--- config.mk ---
export PLATFORM = sky130hd
export DESIGN_NAME = usb_uart_dma_channels
export DESIGN_NICKNAME = d
export VERILOG_FILES = /design/src/usb_uart_dma_channels.v
export VERILOG_INCLUDE_DIRS = /design/src
export SDC_FILE = /design/constraint.sdc
export NUM_CORES = 1
export LEC_CHECK = 0
export ABC_AREA = 1
export BUFFER_PORTS_ARGS = -buffer_cell sky130_fd_sc_hd__buf_2
export CORE_ASPECT_RATIO = 0.75
export CORE_MARGIN = 2
export CORE_UTILIZATION = 57
export CTS_CLUSTER_SIZE = 28
export DETAILED_ROUTE_END_ITERATION = 10
export MAX_ROUTING_LAYER = met4
export PLACE_DENSITY = 0.78
export SKIP_LAST_GASP = 1
export SLEW_MARGIN = 10
export SYNTH_ARGS = -nofsm -noshare
export SYNTH_HDL_FRONTEND = slang
export SYNTH_SLANG_ARGS = --single-unit
--- constraint.sdc ---
create_clock -name clk_sys -period 7.2 [get_ports clk_sys]
set_input_delay 0.36 -clock clk_sys [delete_from_list [all_inputs] [get_ports clk_sys]]
set_output_delay 0.36 -clock clk_sys [all_outputs]
set_load 0.01 [all_outputs]
--- src/usb_uart_dma_map.vh ---
`ifndef USB_UART_DMA_MAP_VH
`define USB_UART_DMA_MAP_VH
// ****************************************
// Register offsets
// ****************************************
`define TX_DEF_ADDR 16'hffe0
`define TX_STAT_ADDR 16'hffe1
`define RX_DEF_ADDR 16'hffe4
`define RX_STAT_ADDR 16'hffe5
// ****************************************
// Channel definition and status fields
// ****************************************
`define DEF_EDB_HI 2
`define DEF_EDB_LO 0
`define DEF_DIR 3
`define DEF_XY 4
`define DEF_CNT 5
`define DEF_INE 6
`define DEF_EN 7
`define STAT_FLAG 0
// ****************************************
// Reset values
// ****************************************
`define EDB_RST 3'h0
`define BIT_RST 1'b0
`define RDATA_RST 8'h00
// ****************************************
// Sizes and timing
// ****************************************
`define BUF_SIZE 7'h40
`define FIFO_DEPTH 16
`define TIMEOUT_NS 10000
`define CLK_NS 5
`define TIMEOUT_CYC ((`TIMEOUT_NS + `CLK_NS - 1) / `CLK_NS)
`endif

--- src/usb_uart_dma_channels.v ---
`include "usb_uart_dma_map.vh"
`default_nettype none

// ****************************************
// Byte FIFO
// ****************************************
module usb_uart_dma_fifo #(
	parameter WIDTH = 8,
	parameter DEPTH = 16,
	parameter AW = 4
) (
	// Clock and reset
	input wire clk_sys,
	input wire resetn,
	// Fill side
	input wire [WIDTH-1:0] in_data,
	input wire in_valid,
	output wire in_ready,
	// Drain side
	output wire [WIDTH-1:0] out_data,
	output wire out_valid,
	input wire out_ready
);
	localparam [31:0] DEPTH_W = DEPTH;
	localparam [AW:0] FULL = DEPTH_W[AW:0]; // Cut to occupancy width
	reg [WIDTH-1:0] mem [0:DEPTH-1];
	reg [AW-1:0] wr_ptr;
	reg [AW-1:0] rd_ptr;
	reg [AW:0] count;
	wire push;
	wire pop;

	// Handshake terms
	assign in_ready = (count != FULL);
	assign out_valid = (count != {(AW+1){1'b0}});
	assign out_data = mem[rd_ptr];
	assign push = in_valid & in_ready;
	assign pop = out_valid & out_ready;

	// Pointers and occupancy
	always @(posedge clk_sys) begin
		if (!resetn) begin
			wr_ptr <= {AW{1'b0}};
			rd_ptr <= {AW{1'b0}};
			count <= {(AW+1){1'b0}};
		end else begin
			if (push) begin
				mem[wr_ptr] <= in_data;
				wr_ptr <= wr_ptr + 1'b1;
			end
			if (pop)
				rd_ptr <= rd_ptr + 1'b1;
			if (push && !pop)
				count <= count + 1'b1;
			else if (pop && !push)
				count <= count - 1'b1;
		end
	end
endmodule // usb_uart_dma_fifo

// ****************************************
// Two-channel UART DMA controller
// ****************************************
module usb_uart_dma_channels (
	// Clock and reset
	input wire clk_sys,
	input wire resetn,
	// Register port
	input wire [15:0] reg_addr,
	input wire [7:0] reg_wdata,
	input wire reg_wr,
	input wire reg_rd,
	output reg [7:0] reg_rdata,
	// Shared SRAM port
	output reg mem_rd,
	output reg mem_wr,
	output reg [15:0] mem_addr,
	output reg [7:0] mem_wdata,
	input wire [7:0] mem_rdata,
	input wire mem_ack,
	// Buffer manager, transmit side
	output reg [2:0] ubm_tx_edb,
	output reg ubm_tx_select,
	input wire ubm_tx_loaded,
	input wire [15:0] ubm_tx_base,
	input wire [6:0] ubm_tx_count,
	output reg ubm_tx_done,
	// Buffer manager, receive side
	output reg [2:0] ubm_rx_edb,
	output reg ubm_rx_select,
	input wire ubm_rx_free,
	input wire [15:0] ubm_rx_base,
	output reg ubm_rx_done,
	output reg [6:0] ubm_rx_count,
	output reg ubm_rx_nak,
	input wire ubm_error,
	// UART transmit holding register
	output reg [7:0] uart_tx_data,
	output reg uart_tx_valid,
	input wire uart_tx_ready,
	// UART receive holding register
	input wire [7:0] uart_rx_data,
	input wire uart_rx_valid,
	output reg uart_rx_ready,
	// Completion interrupts
	output reg tx_irq,
	output reg rx_irq
);
	localparam [3:0] T_IDLE = 4'b0001;
	localparam [3:0] T_WAIT = 4'b0010;
	localparam [3:0] T_READ = 4'b0100;
	localparam [3:0] T_DATA = 4'b1000;
	localparam [4:0] R_IDLE = 5'b00001;
	localparam [4:0] R_WAIT = 5'b00010;
	localparam [4:0] R_GET = 5'b00100;
	localparam [4:0] R_PUT = 5'b01000;
	localparam [4:0] R_ACK = 5'b10000;
	localparam [31:0] TMO_W = `TIMEOUT_CYC;
	localparam [11:0] TMO = TMO_W[11:0]; // Cut to timer width

	// Channel control state
	reg tx_en, tx_ine, tx_cnt_mode, tx_partial_packet_flag;
	reg rx_en, rx_ine, rx_cnt_mode, rx_tmo;
	reg [3:0] tx_state;
	reg [4:0] rx_state;
	reg [6:0] tx_len, tx_idx, rx_idx;
	reg [11:0] tx_timer, rx_timer;
	reg [7:0] rx_byte;
	reg mem_busy, mem_owner_rx;
	wire tx_want, rx_want, tx_ack, rx_ack;
	wire tx_wsel, rx_wsel, tx_ssel, rx_ssel;
	wire fifo_in_ready, fifo_out_valid, fifo_pull;
	wire [7:0] fifo_out_data;

	// Address within an endpoint buffer
	function [15:0] buf_addr;
		input [15:0] base;
		input [6:0] idx;
		begin
			buf_addr = base + {9'h000, idx};
		end
	endfunction

	// Channel definition byte, direction bit fixed per channel
	function [7:0] def_byte;
		input en, completion_interrupt_enable, cnt, xy, dir;
		input [2:0] edb;
		begin
			def_byte = {en, completion_interrupt_enable, cnt, xy, dir, edb};
		end
	endfunction

	// Register decode
	assign tx_wsel = reg_wr && (reg_addr == `TX_DEF_ADDR);
	assign rx_wsel = reg_wr && (reg_addr == `RX_DEF_ADDR);
	assign tx_ssel = reg_wr && (reg_addr == `TX_STAT_ADDR);
	assign rx_ssel = reg_wr && (reg_addr == `RX_STAT_ADDR);

	// SRAM arbitration, transmit first
	assign tx_want = (tx_state == T_READ) && (tx_idx != tx_len) &&
		fifo_in_ready && !mem_busy;
	assign rx_want = (rx_state == R_PUT) && !mem_busy && !tx_want;
	assign tx_ack = mem_ack && mem_busy && !mem_owner_rx;
	assign rx_ack = mem_ack && mem_busy && mem_owner_rx;
	assign fifo_pull = !uart_tx_valid || uart_tx_ready;

	// Byte path from SRAM toward the UART
	usb_uart_dma_fifo #(
		.WIDTH(8),
		.DEPTH(`FIFO_DEPTH),
		.AW(4)
	) tx_fifo (
		.clk_sys(clk_sys),
		.resetn(resetn),
		.in_data(mem_rdata),
		.in_valid(tx_ack && (tx_state == T_DATA)),
		.in_ready(fifo_in_ready),
		.out_data(fifo_out_data),
		.out_valid(fifo_out_valid),
		.out_ready(fifo_pull)
	);

	// Output stage into the transmit holding register
	always @(posedge clk_sys) begin
		if (!resetn) begin
			uart_tx_valid <= 1'b0;
			uart_tx_data <= `RDATA_RST;
		end else if (fifo_pull) begin
			uart_tx_valid <= fifo_out_valid;
			uart_tx_data <= fifo_out_data;
		end
	end

	// SRAM request generation
	always @(posedge clk_sys) begin
		if (!resetn) begin
			mem_rd <= 1'b0;
			mem_wr <= 1'b0;
			mem_addr <= 16'h0000;
			mem_wdata <= `RDATA_RST;
			mem_busy <= 1'b0;
			mem_owner_rx <= 1'b0;
		end else begin
			mem_rd <= tx_want;
			mem_wr <= rx_want;
			if (tx_want) begin
				mem_addr <= buf_addr(ubm_tx_base, tx_idx);
				mem_busy <= 1'b1;
				mem_owner_rx <= 1'b0;
			end else if (rx_want) begin
				mem_addr <= buf_addr(ubm_rx_base, rx_idx);
				mem_wdata <= rx_byte;
				mem_busy <= 1'b1;
				mem_owner_rx <= 1'b1;
			end else if (mem_ack) begin
				mem_busy <= 1'b0;
			end
		end
	end

	// ****************************************
	// Transmit channel
	// ****************************************
	always @(posedge clk_sys) begin
		if (!resetn) begin
			tx_en <= `BIT_RST;
			tx_ine <= `BIT_RST;
			tx_cnt_mode <= `BIT_RST;
			ubm_tx_select <= `BIT_RST;
			ubm_tx_edb <= `EDB_RST;
			tx_partial_packet_flag <= `BIT_RST;
			tx_state <= T_IDLE;
			tx_len <= 7'h00;
			tx_idx <= 7'h00;
			tx_timer <= 12'h000;
			ubm_tx_done <= 1'b0;
			tx_irq <= 1'b0;
		end else begin
			ubm_tx_done <= 1'b0;
			tx_irq <= 1'b0;
			if (tx_wsel) begin
				ubm_tx_edb <= reg_wdata[`DEF_EDB_HI:`DEF_EDB_LO];
				ubm_tx_select <= reg_wdata[`DEF_XY];
				tx_cnt_mode <= reg_wdata[`DEF_CNT];
				tx_ine <= reg_wdata[`DEF_INE];
				tx_en <= reg_wdata[`DEF_EN];
				tx_irq <= tx_en && !reg_wdata[`DEF_EN] &&
					reg_wdata[`DEF_INE];
			end
			if (tx_ssel && reg_wdata[`STAT_FLAG])
				tx_partial_packet_flag <= 1'b0;
			case (tx_state)
			T_IDLE: begin
				if (tx_en) begin
					tx_timer <= 12'h000;
					tx_state <= T_WAIT;
				end
			end
			T_WAIT: begin
				tx_timer <= tx_timer + 1'b1;
				if (ubm_tx_loaded) begin
					tx_len <= ubm_tx_count;
					tx_idx <= 7'h00;
					tx_state <= T_READ;
				end else if (tx_timer == TMO - 1'b1) begin
					tx_en <= 1'b0;
					tx_irq <= tx_ine;
					tx_state <= T_IDLE;
				end
			end
			T_READ: begin
				if (tx_want) begin
					tx_state <= T_DATA;
				end else if (tx_idx == tx_len) begin
					ubm_tx_done <= 1'b1;
					ubm_tx_select <= ~ubm_tx_select;
					tx_timer <= 12'h000;
					tx_state <= T_WAIT;
					if (tx_len < `BUF_SIZE) begin
						tx_partial_packet_flag <= 1'b1;
						if (tx_ine) begin
							tx_en <= 1'b0;
							tx_irq <= 1'b1;
							tx_state <= T_IDLE;
						end
					end
				end
			end
			T_DATA: begin
				if (tx_ack) begin
					tx_idx <= tx_idx + 1'b1;
					tx_state <= T_READ;
				end
			end
			default: tx_state <= T_IDLE;
			endcase
			if (tx_en && ubm_error) begin
				tx_en <= 1'b0;
				tx_irq <= tx_ine;
				tx_state <= T_IDLE;
			end else if (!tx_en && !tx_wsel) begin
				tx_state <= T_IDLE;
			end
		end
	end

	// ****************************************
	// Receive channel
	// ****************************************
	always @(posedge clk_sys) begin
		if (!resetn) begin
			rx_en <= `BIT_RST;
			rx_ine <= `BIT_RST;
			rx_cnt_mode <= `BIT_RST;
			ubm_rx_select <= `BIT_RST;
			ubm_rx_edb <= `EDB_RST;
			rx_tmo <= `BIT_RST;
			rx_state <= R_IDLE;
			rx_idx <= 7'h00;
			rx_timer <= 12'h000;
			rx_byte <= `RDATA_RST;
			uart_rx_ready <= 1'b0;
			ubm_rx_done <= 1'b0;
			ubm_rx_count <= 7'h00;
			ubm_rx_nak <= 1'b1;
			rx_irq <= 1'b0;
		end else begin
			ubm_rx_done <= 1'b0;
			rx_irq <= 1'b0;
			if (rx_wsel) begin
				ubm_rx_edb <= reg_wdata[`DEF_EDB_HI:`DEF_EDB_LO];
				ubm_rx_select <= reg_wdata[`DEF_XY];
				rx_cnt_mode <= reg_wdata[`DEF_CNT];
				rx_ine <= reg_wdata[`DEF_INE];
				rx_en <= reg_wdata[`DEF_EN];
				rx_irq <= rx_en && !reg_wdata[`DEF_EN] &&
					reg_wdata[`DEF_INE];
			end
			if (rx_ssel && reg_wdata[`STAT_FLAG])
				rx_tmo <= 1'b0;
			case (rx_state)
			R_IDLE: begin
				uart_rx_ready <= 1'b0;
				if (rx_en) begin
					rx_timer <= 12'h000;
					rx_state <= R_WAIT;
				end
			end
			R_WAIT: begin
				rx_timer <= rx_timer + 1'b1;
				if (ubm_rx_free) begin
					rx_idx <= 7'h00;
					rx_timer <= 12'h000;
					rx_state <= R_GET;
				end else if (rx_timer == TMO - 1'b1) begin
					rx_tmo <= 1'b1;
					rx_en <= 1'b0;
					rx_irq <= rx_ine;
					rx_state <= R_IDLE;
				end
			end
			R_GET: begin
				rx_timer <= rx_timer + 1'b1;
				uart_rx_ready <= 1'b1;
				if (rx_idx == `BUF_SIZE ||
					rx_timer == TMO - 1'b1) begin
					uart_rx_ready <= 1'b0;
					ubm_rx_done <= 1'b1;
					ubm_rx_count <= rx_idx;
					ubm_rx_nak <= 1'b0;
					ubm_rx_select <= ~ubm_rx_select;
					rx_timer <= 12'h000;
					rx_state <= R_WAIT;
					if (rx_idx != `BUF_SIZE) begin
						rx_tmo <= 1'b1;
						rx_en <= 1'b0;
						rx_irq <= rx_ine;
						rx_state <= R_IDLE;
					end
				end else if (uart_rx_valid && uart_rx_ready) begin
					rx_byte <= uart_rx_data;
					uart_rx_ready <= 1'b0;
					rx_state <= R_PUT;
				end
			end
			R_PUT: begin
				if (rx_want)
					rx_state <= R_ACK;
			end
			R_ACK: begin
				if (rx_ack) begin
					rx_idx <= rx_idx + 1'b1;
					rx_timer <= 12'h000;
					rx_state <= R_GET;
				end
			end
			default: rx_state <= R_IDLE;
			endcase
			if (rx_en && ubm_error) begin
				rx_en <= 1'b0;
				rx_irq <= rx_ine;
				uart_rx_ready <= 1'b0;
				rx_state <= R_IDLE;
			end else if (!rx_en && !rx_wsel) begin
				uart_rx_ready <= 1'b0;
				rx_state <= R_IDLE;
			end
		end
	end

	// ****************************************
	// Register read-back
	// ****************************************
	always @(posedge clk_sys) begin
		if (!resetn) begin
			reg_rdata <= `RDATA_RST;
		end else if (reg_rd) begin
			case (reg_addr)
			`TX_DEF_ADDR: reg_rdata <= def_byte(tx_en, tx_ine,
				tx_cnt_mode, ubm_tx_select, 1'b1, ubm_tx_edb);
			`TX_STAT_ADDR: reg_rdata <= {7'h00, tx_partial_packet_flag};
			`RX_DEF_ADDR: reg_rdata <= def_byte(rx_en, rx_ine,
				rx_cnt_mode, ubm_rx_select, 1'b0, ubm_rx_edb);
			`RX_STAT_ADDR: reg_rdata <= {7'h00, rx_tmo};
			default: reg_rdata <= `RDATA_RST;
			endcase
		end else begin
			reg_rdata <= `RDATA_RST;
		end
	end
endmodule // usb_uart_dma_channels
`default_nettype wire

==> results.sh, run 1 <==
export IMPL_outcome="complete, no violations"
export IMPL_period_share_pct=39.7
export IMPL_clk_insertion_delay_late_ns=0.54
export IMPL_maxSlewHeadroom_pct=34.8
export IMPL_report_final_slew_viol_count=0
export IMPL_final_cell_count_no_fill=2016
export IMPL_grt_ovfl_total=0
export IMPL_p_leak_nw=6.27
export IMPL_design_area_mm2=0.0150
export IMPL_die_h_um=136
export IMPL_clock_sinks=277
export IMPL_reg2reg_from="tx_state[0]"
export IMPL_setup_worst_path_start_class="flip-flop"
export IMPL_reg2reg_depth=14
export IMPL_drt_total_wl_um=31900
export IMPL_drt_iter0_markers=967
export IMPL_r2r_end="tx_fifo.count[4]"
export IMPL_setup_viol=0
export IMPL_r2r_slack_ns=4.34
export IMPL_clk_pin_slew_ns=0.07
export IMPL_peakVddDrop_uv=192
export IMPL_drive_gt1_share_pct=15.3
export IMPL_yosys_warnings=0
export IMPL_grt_pass1_vias=10318
export IMPL_cts_tree="yes"
export IMPL_cts_buffer_depth=3
export IMPL_hold_violations=0
export IMPL_fin_setup_tns_ns=0
export IMPL_hold_end="ubm_tx_edb[2]"
export IMPL_place_area_mm2=0.0141
export IMPL_grt_pass1_wl_um=51400
export IMPL_postRouteAntennaNets=0
export IMPL_hp_class="input port to flip-flop"
export IMPL_tightest_slew_ns=0.977
export IMPL_grt_max_degree=71
export IMPL_regArea_mm2=0.00683
export IMPL_syn_to_final_growth_pct=13.6
export IMPL_critPathKind="flip-flop to flip-flop"
export IMPL_fillCellCount=1861
export IMPL_root_buffer="clkbuf_16"
export IMPL_drt_vias_per_instance=5.54
export IMPL_hold_depth=3
export IMPL_critPathCaptureType="flip-flop"
export IMPL_ios=153
export IMPL_ys_ff_latch=277
export IMPL_cts_max_level=1
export IMPL_layout_min_cycle_time_ns=2.86
export IMPL_multi_input_area_mm2=0.00544
export IMPL_io_buffers=151
export IMPL_postCtsSetupRepairBufs=0
export IMPL_max_freq_mhz=350
export IMPL_utilization_pct=65.5
export IMPL_placed_cells=1966
export IMPL_die_x_um=180
export IMPL_grtUsageTotal_pct=26.4
export IMPL_cp_required_ns=7.65
export IMPL_rsz0062_at_grt="no"
export IMPL_ys_types=53
export IMPL_postCtsHoldBufs=0
export IMPL_start_util_pct=57.7
export IMPL_synthArstFlopShare_pct=0
export IMPL_gp_congestion=0.927
export IMPL_cts_buffers=27
export IMPL_powerDensity_mw_per_mm2=250
export IMPL_antenna_found_initial=0
export IMPL_critPathMaxFanout=5
export IMPL_cp_data_arrival_time_ns=3.31
export IMPL_routedWlPerCell_um=15.8
export IMPL_fin_skew_ns=0.0224
export IMPL_nets=1815
export IMPL_fp_row_count=48
export IMPL_ys_seq_area_share_pct=51.7
export IMPL_synthCells=1557
export IMPL_drc=0
export IMPL_die_area_mm2=0.0244
export IMPL_cap_violations=0
export IMPL_synth_area_per_cell_um2=8.47
export IMPL_syn_area_mm2=0.0132
export IMPL_holdCritStartpoint="reg_wdata[2]"
export IMPL_firstDrtPassIters=9
export IMPL_via_count=11176
export IMPL_synth_edf_count=128
export IMPL_whs_ns=0.0565
export IMPL_syn_nets=1677
export IMPL_fp_coreArea_mm2=0.0229
export IMPL_synth_flop_cell="dfxtp_1"
export IMPL_place_detailed_hpwl_um=22100
export IMPL_post_cts_resized=0
export IMPL_antenna_cells=0
## power by group
part | switching, mW | internal [mW] | leakage [nW]
Combinational | 0.454 | 0.216 | 3.49
Clock | 0.606 | 0.772 | 0.422
Sequential | 0.0211 | 1.68 | 2.35
Total | 1.08 | 2.67 | 6.27
## cell families (layout without fill, tap and decap cells)
group / Yosys count / in the layout / share of synthesized area, %
AND/OR/NAND/NOR: 662 / 662 / 22.3
AO/OA/AOI/OAI: 325 / 325 / 13.5
flip-flops: 277 / 277 / 51.7
buffers and inverters: 228 / 387 / 7.04
adder cells (fa/ha/maj): 31 / 31 / 3.11
XOR/XNOR: 27 / 27 / 1.79
multiplexers: 7 / 7 / 0.531
## worst max path at each step
stage / from / to / slack (ns) / cells after the start
after floorplan: tx_state[0] / tx_fifo.count[4] / 4.92 / 14
after global placement: tx_state[0] / tx_fifo.count[4] / 4.54 / 14
after detailed placement: tx_state[0] / tx_fifo.count[4] / 4.41 / 14
after global routing: tx_state[0] / tx_fifo.count[4] / 4.08 / 14
after CTS: tx_state[0] / tx_fifo.count[4] / 4.37 / 14
final: tx_state[0] / tx_fifo.count[4] / 4.34 / 14
## layout make-up
cell class / instances / area share, %
Clock buffer: 34 / 4.96
Timing Repair Buffer: 156 / 5.29
Inverter: 181 / 4.57
Tap cell: 300 / 2.50
Clock inverter: 16 / 0.818
Multi-Input combinational cell: 1052 / 36.3
Sequential cell: 277 / 45.6
## synthesized netlist by cell type, types with 3 or more instances
cell        n  area [um2]
nor2_4      4        45.0
a211oi_1    5        37.5
nor2_2     16         100
mux2i_1     7        70.1
xor2_1     20         175
edfxtp_1  128        3840
buf_2       7        35.0
nor3_1     20         100
buf_1       3        11.3
nand4_1    21         131
o211ai_1    7        52.6
o22ai_1    25         156
clkinv_1    3        11.3
clkbuf_1   25        93.8
nand2_1   289        1080
nor3_2      3        30.0
dfxtp_1   149        2980
o21ai_1    15        75.1
nor2_1    175         657
inv_2       8        30.0
o21ai_0   140         701
or2_1       3        18.8
a31oi_1     3        18.8
or2_2       6        37.5
o21bai_1    8        60.1
xnor2_1     7        61.3
nand3b_1    8        60.1
nor4_1      4        25.0
inv_1     168         631
nand2_2     7        43.8
buf_4       5        37.5
a21boi_0    7        52.6
nand3_2     6        60.1
nand3_1    92         460
fa_1        3        60.1
buf_6       5        56.3
ha_1       28         350
a21oi_1   100         500
o221ai_1    7        61.3
## routing by layer
layer	wire, um	track usage [%]
met1	14900	37.4
met2	14200	40.9
met3	2360	3.74
met4	528	5.47
met5	0	-
## state kept, by name (all words and copies together) (netlist names), 3 cells and up
register / cells
mem_addr: 16
mem_wdata: 8
reg_rdata: 8
rx_byte: 8
rx_idx: 7
rx_state: 5
rx_timer: 12
tx_fifo.count: 5
tx_fifo.mem: 128
tx_fifo.rd_ptr: 4
tx_fifo.wr_ptr: 4
tx_idx: 7
tx_len: 7
tx_state: 4
tx_timer: 12
uart_tx_data: 8
ubm_rx_count: 7
ubm_rx_edb: 3
ubm_tx_edb: 3
## critical path, cell delays in order, from the launching register on
cell and delay (ns):
dfxtp_1 0.36, nor2_2 0.16, nand3_1 0.23, nor2_2 0.24, nand2_1 0.17, inv_1 0.16, ha_1 0.26, inv_1 0.12
ha_1 0.34, nand2_1 0.07, nor2_1 0.04, a211oi_1 0.24, xor2_1 0.19, nand2_1 0.06, a21oi_1 0.12
## stage by stage
step / worst slack (ns) / power [mW]
3_5_place_dp: 4.41 / 2.39
3_3_place_gp: 4.54 / 2.37
6_report: 4.34 / 3.75
5_1_grt: 4.08 / 3.90
4_1_cts: 4.37 / 3.75
2_1_floorplan: 4.92 / 2.18
## cell usage in the layout, fill, tap and decap left out, types with 15 or more instances in the layout
cell	count
inv_1	167
o22ai_1	25
edfxtp_1	128
nor2_1	175
dfxtp_1	148
o21ai_0	140
o21ai_1	15
ha_1	28
nor3_1	20
clkbuf_16	28
a21oi_1	100
xor2_1	20
buf_2	151
nand3_1	92
nand4_1	21
nand2_1	289
nor2_2	16
Power figures use the tool's default switching activity.
==> inputs of run 2 (changes only) <==
--- a/config.mk
+++ b/config.mk
@@ -6,15 +6,15 @@
 export SDC_FILE = /design/constraint.sdc
 export NUM_CORES = 1
 export LEC_CHECK = 0
-export ABC_AREA = 1
+export ABC_AREA = 0
 export BUFFER_PORTS_ARGS = -buffer_cell sky130_fd_sc_hd__buf_2
 export CORE_ASPECT_RATIO = 0.75
 export CORE_MARGIN = 2
-export CORE_UTILIZATION = 57
+export CORE_UTILIZATION = 53
 export CTS_CLUSTER_SIZE = 28
 export DETAILED_ROUTE_END_ITERATION = 10
 export MAX_ROUTING_LAYER = met4
-export PLACE_DENSITY = 0.78
+export PLACE_DENSITY = 0.77
 export SKIP_LAST_GASP = 1
 export SLEW_MARGIN = 10
 export SYNTH_ARGS = -nofsm -noshare
==> constraint.sdc (replaced) <==
create_clock -name clk_sys -period 2.6 [get_ports clk_sys]
set_input_delay 0.13 -clock clk_sys [delete_from_list [all_inputs] [get_ports clk_sys]]
set_output_delay 0.13 -clock clk_sys [all_outputs]
set_load 0.01 [all_outputs]
==> run 2 against run 1 <==
- the run now ends with setup timing left
- sequential share of layout area decreased by 0.75 points
- via count decreased by 14%
- global-route usage decreased by 0.80 points
- combinational power increased to 2.9 times the previous value
- largest cell class unchanged
- synthesized cell count decreased by 29%
==> results.sh, run 2 <==
export IMPL_slowest_stage="or4_4"
export IMPL_post_place_ws_ns=-0.0313
export IMPL_grt_pass1_wl_um=48600
export IMPL_layout_min_cycle_time_ns=2.65
export IMPL_drt_iter0_markers=976
export IMPL_critPathKind="flip-flop to flip-flop"
export IMPL_tightest_slew_ns=0.968
export IMPL_top_register="tx_fifo.mem"
export IMPL_drc=0
export IMPL_cts_buffers=27
export IMPL_period_share_pct=102
export IMPL_r2r_end="tx_fifo.count[4]"
export IMPL_yosys_area_top_type="edfxtp_1"
export IMPL_fillCellCount=1706
export IMPL_cts_max_level=1
export IMPL_antenna_found_initial=4
export IMPL_reg2reg_from="tx_fifo.count[0]"
export IMPL_final_cell_mix="buf_2, dfxtp_1, nor2_1"
export IMPL_place_detailed_hpwl_um=22000
export IMPL_root_buffer="clkbuf_16"
export IMPL_postRouteAntennaNets=0
export IMPL_ys_types=74
export IMPL_holdCritStartpoint="mem_rdata[1]"
export IMPL_start_util_pct=54.2
export IMPL_ys_ff_latch=277
export IMPL_synth_flop_cell="dfxtp_1"
export IMPL_violations="setup timing"
export IMPL_crit_path_max_incr_delay_ns=0.54
export IMPL_final_common_cell="buf_2"
export IMPL_routedWlPerCell_um=18.8
export IMPL_rsz0062_at_grt="yes"
export IMPL_grt_max_degree=30
export IMPL_hp_class="input port to flip-flop"
export IMPL_critPathBufInv=2
export IMPL_fp_coreArea_mm2=0.0231
export IMPL_synth_edf_count=128
export IMPL_hold_end="tx_fifo.mem[11][1]"
export IMPL_gp_congestion=0.918
export IMPL_outcome="complete, but fails checks"
export IMPL_powerDensity_mw_per_mm2=691
export IMPL_io_buffers=151
export IMPL_via_count=9651
export IMPL_clock_sinks=277
export IMPL_crit_chain="or4_4 -> nor2_4 -> nor2b_2 -> inv_2 -> ha_4 -> inv_2 -> ha_4 -> nor2b_1 -> o21a_1 -> or3_4 -> a21oi_2 -> xnor2_1 -> nor2_1"
export IMPL_drt_vias_per_instance=5.81
export IMPL_largest_reg_flops=128
export IMPL_fin_skew_ns=0.0117
export IMPL_fp_row_count=48
export IMPL_syn_area_mm2=0.0125
export IMPL_grt_ovfl_total=0
export IMPL_max_freq_mhz=377
export IMPL_nets=1457
export IMPL_r2r_slack_ns=-0.05
export IMPL_ios=153
export IMPL_cp_required_ns=3.01
export IMPL_synthArstFlopShare_pct=0
export IMPL_reg2reg_depth=13
export IMPL_die_x_um=182
export IMPL_yosys_warnings=0
export IMPL_cap_violations=0
export IMPL_syn_to_final_growth_pct=21.5
export IMPL_maxSlewHeadroom_pct=35.2
export IMPL_critPathCaptureType="flip-flop"
export IMPL_cpLargestDelayFamily="simple AND/OR/NAND/NOR gates"
export IMPL_cp_data_arrival_time_ns=3.06
export IMPL_worst_slack_ns=-0.0510
export IMPL_hold_violations=0
export IMPL_hold_depth=1
export IMPL_netlist_top_cells_area="edfxtp_1, dfxtp_1, mux4_2"
export IMPL_die_area_mm2=0.0249
export IMPL_synth_area_per_cell_um2=11.3
export IMPL_power_mw=10.5
export IMPL_p_leak_nw=5.86
export IMPL_grt_pass1_vias=9064
export IMPL_drive_gt1_share_pct=23.4
export IMPL_grtUsageTotal_pct=25.6
export IMPL_report_final_slew_viol_count=0
export IMPL_yosysMostFrequentCell="dfxtp_1"
export IMPL_ys_seq_area_share_pct=54.4
export IMPL_fin_setup_tns_ns=-0.0510
export IMPL_clk_pin_slew_ns=0.06
export IMPL_cts_tree="yes"
export IMPL_setup_worst_path_start_class="flip-flop"
export IMPL_die_h_um=137
export IMPL_cts_buffer_depth=3
export IMPL_peakVddDrop_uv=643
export IMPL_whs_ns=0.0195
export IMPL_firstDrtPassIters=6
export IMPL_synth_top_cell_area_share_pct=30.6
export IMPL_synth_top_cells_by_count="dfxtp_1, nor2_1, edfxtp_1"
export IMPL_drt_total_wl_um=31200
export IMPL_critPathMaxFanout=3
export IMPL_clk_insertion_delay_late_ns=0.53
export IMPL_top_regs="tx_fifo.mem x128, mem_addr x16"
export IMPL_setup_viol=1
export IMPL_syn_nets=1232
export IMPL_synthCells=1112
==> run 2: cell types whose count changed after synthesis, moves of 26 or more <==
cell     before  now
mux2i_1       7   33
xnor2_1       7   33
nand3_1      92   33
o21ai_0     140   28
inv_1       168   23
nand2_1     289  100
nor2_1      175  134
mux4_2        0   41
a21oi_1     100   60
==> run 2: cell families (layout without fill, tap and decap cells) <==
logic type | count (synthesis) | count (layout) | share of synthesized area [%]
xor+xnor | 63 | 63 | 4.40
buf+inv | 75 | 320 | 2.55
compound gates | 169 | 169 | 8.56
other cells | 0 | 4 | 0
flops | 277 | 277 | 54.4
mux | 74 | 74 | 10.0
simple gates | 423 | 423 | 16.8
fa+ha+maj | 31 | 31 | 3.27
==> run 2: final cells by class <==
cell class	count	area, um2	area share (%)
antenna	4	10.0	0.0657
multi-input combinational	760	5460	35.9
clock inverter	6	81.3	0.534
timing repair buffer	248	1620	10.6
sequential	277	6830	44.8
inverter	23	86.3	0.567
tap	300	375	2.46
clock buffer	43	777	5.10
==> run 2: stage by stage <==
step	instance area, um2	utilization [%]	cells
after detailed placement	13900	60.1	1564
after global placement	13900	60.1	1564
after CTS	15200	65.7	1656
after global routing	15200	65.9	1661
after floorplan	12600	-	1112
final	15200	65.9	1661
==> run 2: worst max-delay path by stage <==
stage / to / from / slack [ns] / cells after the start
2_1_floorplan: tx_fifo.count[4] / tx_state[2] / 0.006 / 13
3_3_place_gp: tx_fifo.count[4] / tx_fifo.count[0] / 0.05 / 13
3_5_place_dp: tx_fifo.count[4] / tx_fifo.count[0] / -0.03 / 13
4_1_cts: tx_fifo.count[4] / tx_fifo.count[0] / -0.02 / 13
5_1_grt: tx_fifo.count[4] / tx_fifo.count[0] / -0.17 / 13
6_report: tx_fifo.count[4] / tx_fifo.count[0] / -0.05 / 13
==> run 2: routing by layer <==
layer / routed length [um] / share of wire, % / up-vias / track usage (%)
met3: 2450 / 7.9 / 41 / 3.91
met4: 595 / 1.9 / 0 / 6.01
met5: 0 / 0 / - / -
li1: - / - / 4529 / -
met1: 14100 / 45 / 4670 / 36.9
met2: 14000 / 45 / 411 / 38.8
==> run 2: worst reg2reg max path, stage by stage, from the launching register on <==
cell and delay (ns):
dfxtp_1 0.32, or4_4 0.54, nor2_4 0.13, nor2b_2 0.07, inv_2 0.08, ha_4 0.13
inv_2 0.05, ha_4 0.22, nor2b_1 0.15, o21a_1 0.18, or3_4 0.33, a21oi_2 0.15
xnor2_1 0.13, nor2_1 0.06
==> run 2: power breakdown <==
group          switching (mW)  total, mW  internal, mW
Clock                    1.59       3.83          2.24
Combinational           0.936       1.94          1.00
Sequential              0.105       4.75          4.65
==> run 2: timing repair <==
action / 4_1_cts / 5_1_grt
buffers inserted: 0 / 1
endpoints found under the setup margin: 1 / 3
endpoints found under the hold margin: 101 / 0
gates resized for setup: 1 / 6
hold buffers: 43 / 0
pin swaps: 0 / 3
==> inputs of run 3 (changes only) <==
--- a/config.mk
+++ b/config.mk
@@ -10,11 +10,10 @@
 export BUFFER_PORTS_ARGS = -buffer_cell sky130_fd_sc_hd__buf_2
 export CORE_ASPECT_RATIO = 0.75
 export CORE_MARGIN = 2
-export CORE_UTILIZATION = 53
+export CORE_UTILIZATION = 35
 export CTS_CLUSTER_SIZE = 28
 export DETAILED_ROUTE_END_ITERATION = 10
 export MAX_ROUTING_LAYER = met4
-export PLACE_DENSITY = 0.77
 export SKIP_LAST_GASP = 1
 export SLEW_MARGIN = 10
 export SYNTH_ARGS = -nofsm -noshare
==> run 3 against run 2 <==
- the flow still finishes with violations (setup timing)
- global-route usage decreased by 7.1 points
- largest cell class unchanged
- non-clock buffer count increased by 22
- final area increased by 4.3%
- combinational power increased by 3%
- setup slack improved by 0.029 ns
- routed wire length increased by 7.4%
- sequential cell count unchanged
- count of clock-buffer cells in the layout decreased by 11
- critical path depth unchanged
- first-iteration DRC count decreased by 27%
==> results.sh, run 3 (synthesized netlist as in run 2, its figures left out) <==
export IMPL_die_x_um=223
export IMPL_crit_chain="or4_4 -> nor2_4 -> nor2b_1 -> inv_2 -> ha_4 -> inv_2 -> ha_4 -> nor2b_1 -> o21a_1 -> or3_1 -> a21oi_2 -> xnor2_1 -> nor2_1"
export IMPL_final_common_cell="buf_2"
export IMPL_critPathKind="flip-flop to flip-flop"
export IMPL_grt_ovfl_total=0
export IMPL_critPathBufInv=2
export IMPL_worst_slack_ns=-0.0222
export IMPL_design_area_mm2=0.0159
export IMPL_setup_viol=1
export IMPL_drt_total_wl_um=33500
export IMPL_cap_violations=0
export IMPL_grt_max_degree=38
export IMPL_holdCritStartpoint="ubm_tx_base[0]"
export IMPL_utilization_pct=44.7
export IMPL_critPathCaptureType="flip-flop"
export IMPL_nets=1482
export IMPL_cts_max_level=1
export IMPL_top_regs="tx_fifo.mem x128, mem_addr x16"
export IMPL_crit_path_max_incr_delay_ns=0.54
export IMPL_whs_ns=0.0284
export IMPL_place_detailed_hpwl_um=23900
export IMPL_cp_required_ns=3.03
export IMPL_fp_coreArea_mm2=0.0356
export IMPL_fin_skew_ns=0.0156
export IMPL_start_util_pct=35.2
export IMPL_drc=0
export IMPL_rsz0062_at_grt="yes"
export IMPL_fin_setup_tns_ns=-0.0222
export IMPL_postRouteAntennaNets=0
export IMPL_drt_vias_per_instance=5.13
export IMPL_grtUsageTotal_pct=18.5
export IMPL_multi_input_area_mm2=0.00545
export IMPL_antenna_found_initial=1
export IMPL_via_count=9500
export IMPL_slowest_stage="or4_4"
export IMPL_fp_row_count=60
export IMPL_io_buffers=151
export IMPL_gp_congestion=0.856
export IMPL_p_seq_share_pct=40.9
export IMPL_drt_iter0_markers=712
export IMPL_reg2reg_from="tx_fifo.count[0]"
export IMPL_powerDensity_mw_per_mm2=727
export IMPL_hp_class="input port to flip-flop"
export IMPL_place_area_mm2=0.0142
export IMPL_fillCellCount=3346
export IMPL_p_leak_nw=6.05
export IMPL_peakVddDrop_uv=540
export IMPL_switching_power_mw=2.85
export IMPL_cp_data_arrival_time_ns=3.05
export IMPL_grt_pass1_wl_um=52800
export IMPL_postCtsSetupRepairBufs=0
export IMPL_syn_to_final_growth_pct=26.8
export IMPL_top_register="tx_fifo.mem"
export IMPL_routedWlPerCell_um=18.1
export IMPL_p_int_mw=8.71
export IMPL_die_h_um=168
export IMPL_cts_tree="yes"
export IMPL_violations="setup timing"
export IMPL_clk_pin_slew_ns=0.07
export IMPL_period_share_pct=101
export IMPL_tightest_slew_ns=0.854
export IMPL_ios=153
export IMPL_root_buffer="clkbuf_16"
export IMPL_firstDrtPassIters=7
export IMPL_clk_insertion_delay_late_ns=0.56
export IMPL_clock_sinks=277
export IMPL_cts_buffer_depth=3
export IMPL_cpLargestDelayFamily="simple AND/OR/NAND/NOR gates"
export IMPL_outcome="complete, but fails checks"
export IMPL_pwr_share_clk_pct=41.9
export IMPL_power_frac_comb_pct=17.2
export IMPL_hold_violations=0
export IMPL_crit_start="tx_fifo.count[0]"
export IMPL_regArea_mm2=0.00683
export IMPL_drive_gt1_share_pct=24.0
export IMPL_layout_min_cycle_time_ns=2.62
export IMPL_maxSlewHeadroom_pct=42.8
export IMPL_setup_worst_path_start_class="flip-flop"
export IMPL_critPathMaxFanout=3
export IMPL_report_final_slew_viol_count=0
export IMPL_grt_pass1_vias=9365
export IMPL_cts_buffers=30
export IMPL_max_freq_mhz=381
export IMPL_largest_reg_flops=128
export IMPL_switching_share_pct=24.6
export IMPL_final_cell_mix="buf_2, dfxtp_1, nor2_1"
export IMPL_die_area_mm2=0.0374
## run 3: cell count changes in the layout (fill, tap and decap cells not counted), moves of 5 or more
cell / delta
clkbuf_1: -10
clkinv_1: +5
buf_4: +7
clkinvlp_2: +5
bufinv_16: +7
dlygate4sd3_1: +15
## run 3: worst paths after layout
check | cells past startpoint | end | slack, ns
setup / recovery | 13 | tx_fifo.count[4] | -0.02
hold / removal | 4 | mem_addr[0] | 0.03
setup reg to reg | 13 | tx_fifo.count[4] | -0.02
hold reg to reg | 2 | mem_wdata[5] | 0.45
## run 3: area by class of cell
type / count / area share (%)
tap: 465 / 3.66
inverter: 23 / 0.543
timing repair buffer: 270 / 11.4
sequential: 277 / 42.9
antenna: 1 / 0.0157
clock inverter: 24 / 2.21
clock buffer: 32 / 4.90
multi-input combinational: 760 / 34.3
## run 3: per-layer routing
| layer | GRT usage (%) | vias to the layer above | part of all wire [%] |
|---|---|---|---|
| li1 | - | 4582 | - |
| met1 | 25.6 | 4592 | 47 |
| met3 | 4.47 | 59 | 7.1 |
| met2 | 27.0 | 267 | 43 |
| met5 | - | - | 0 |
| met4 | 4.99 | 0 | 2.5 |
## run 3: timing repair
item	in CTS	in global routing
endpoints found under the hold margin	179	0
cloned	0	0
hold buffers	58	0
resized for setup	1	2
pin swaps	0	2
setup endpoints to repair	1	1
## run 3: per-stage QoR
step,setup WS (ns),power [mW],std cells
floorplan,0.00566,5.99,1112
global placement,0.0307,6.71,1737
detailed placement,-0.00258,6.75,1737
CTS,-0.0343,11.7,1851
global route,-0.151,12.1,1852
finish,-0.0222,11.6,1852
## run 3: worst reg2reg max path: cells and delay by family (launching register included)
kind            cells  cell delay (ns)
simple gates        6             1.24
fa+ha+maj           2             0.35
compound gates      2             0.34
flops               1             0.31
buf+inv             2             0.14
xor+xnor            1             0.12
## run 3: power by group through the flow
stage	Combinational, mW	Clock (mW)	Sequential, mW
after global routing	2.18	5.14	4.74
after global placement	1.90	0	4.81
final	1.99	4.84	4.72
after floorplan	1.16	0	4.83
after CTS	2.00	4.96	4.72
after detailed placement	1.93	0	4.81
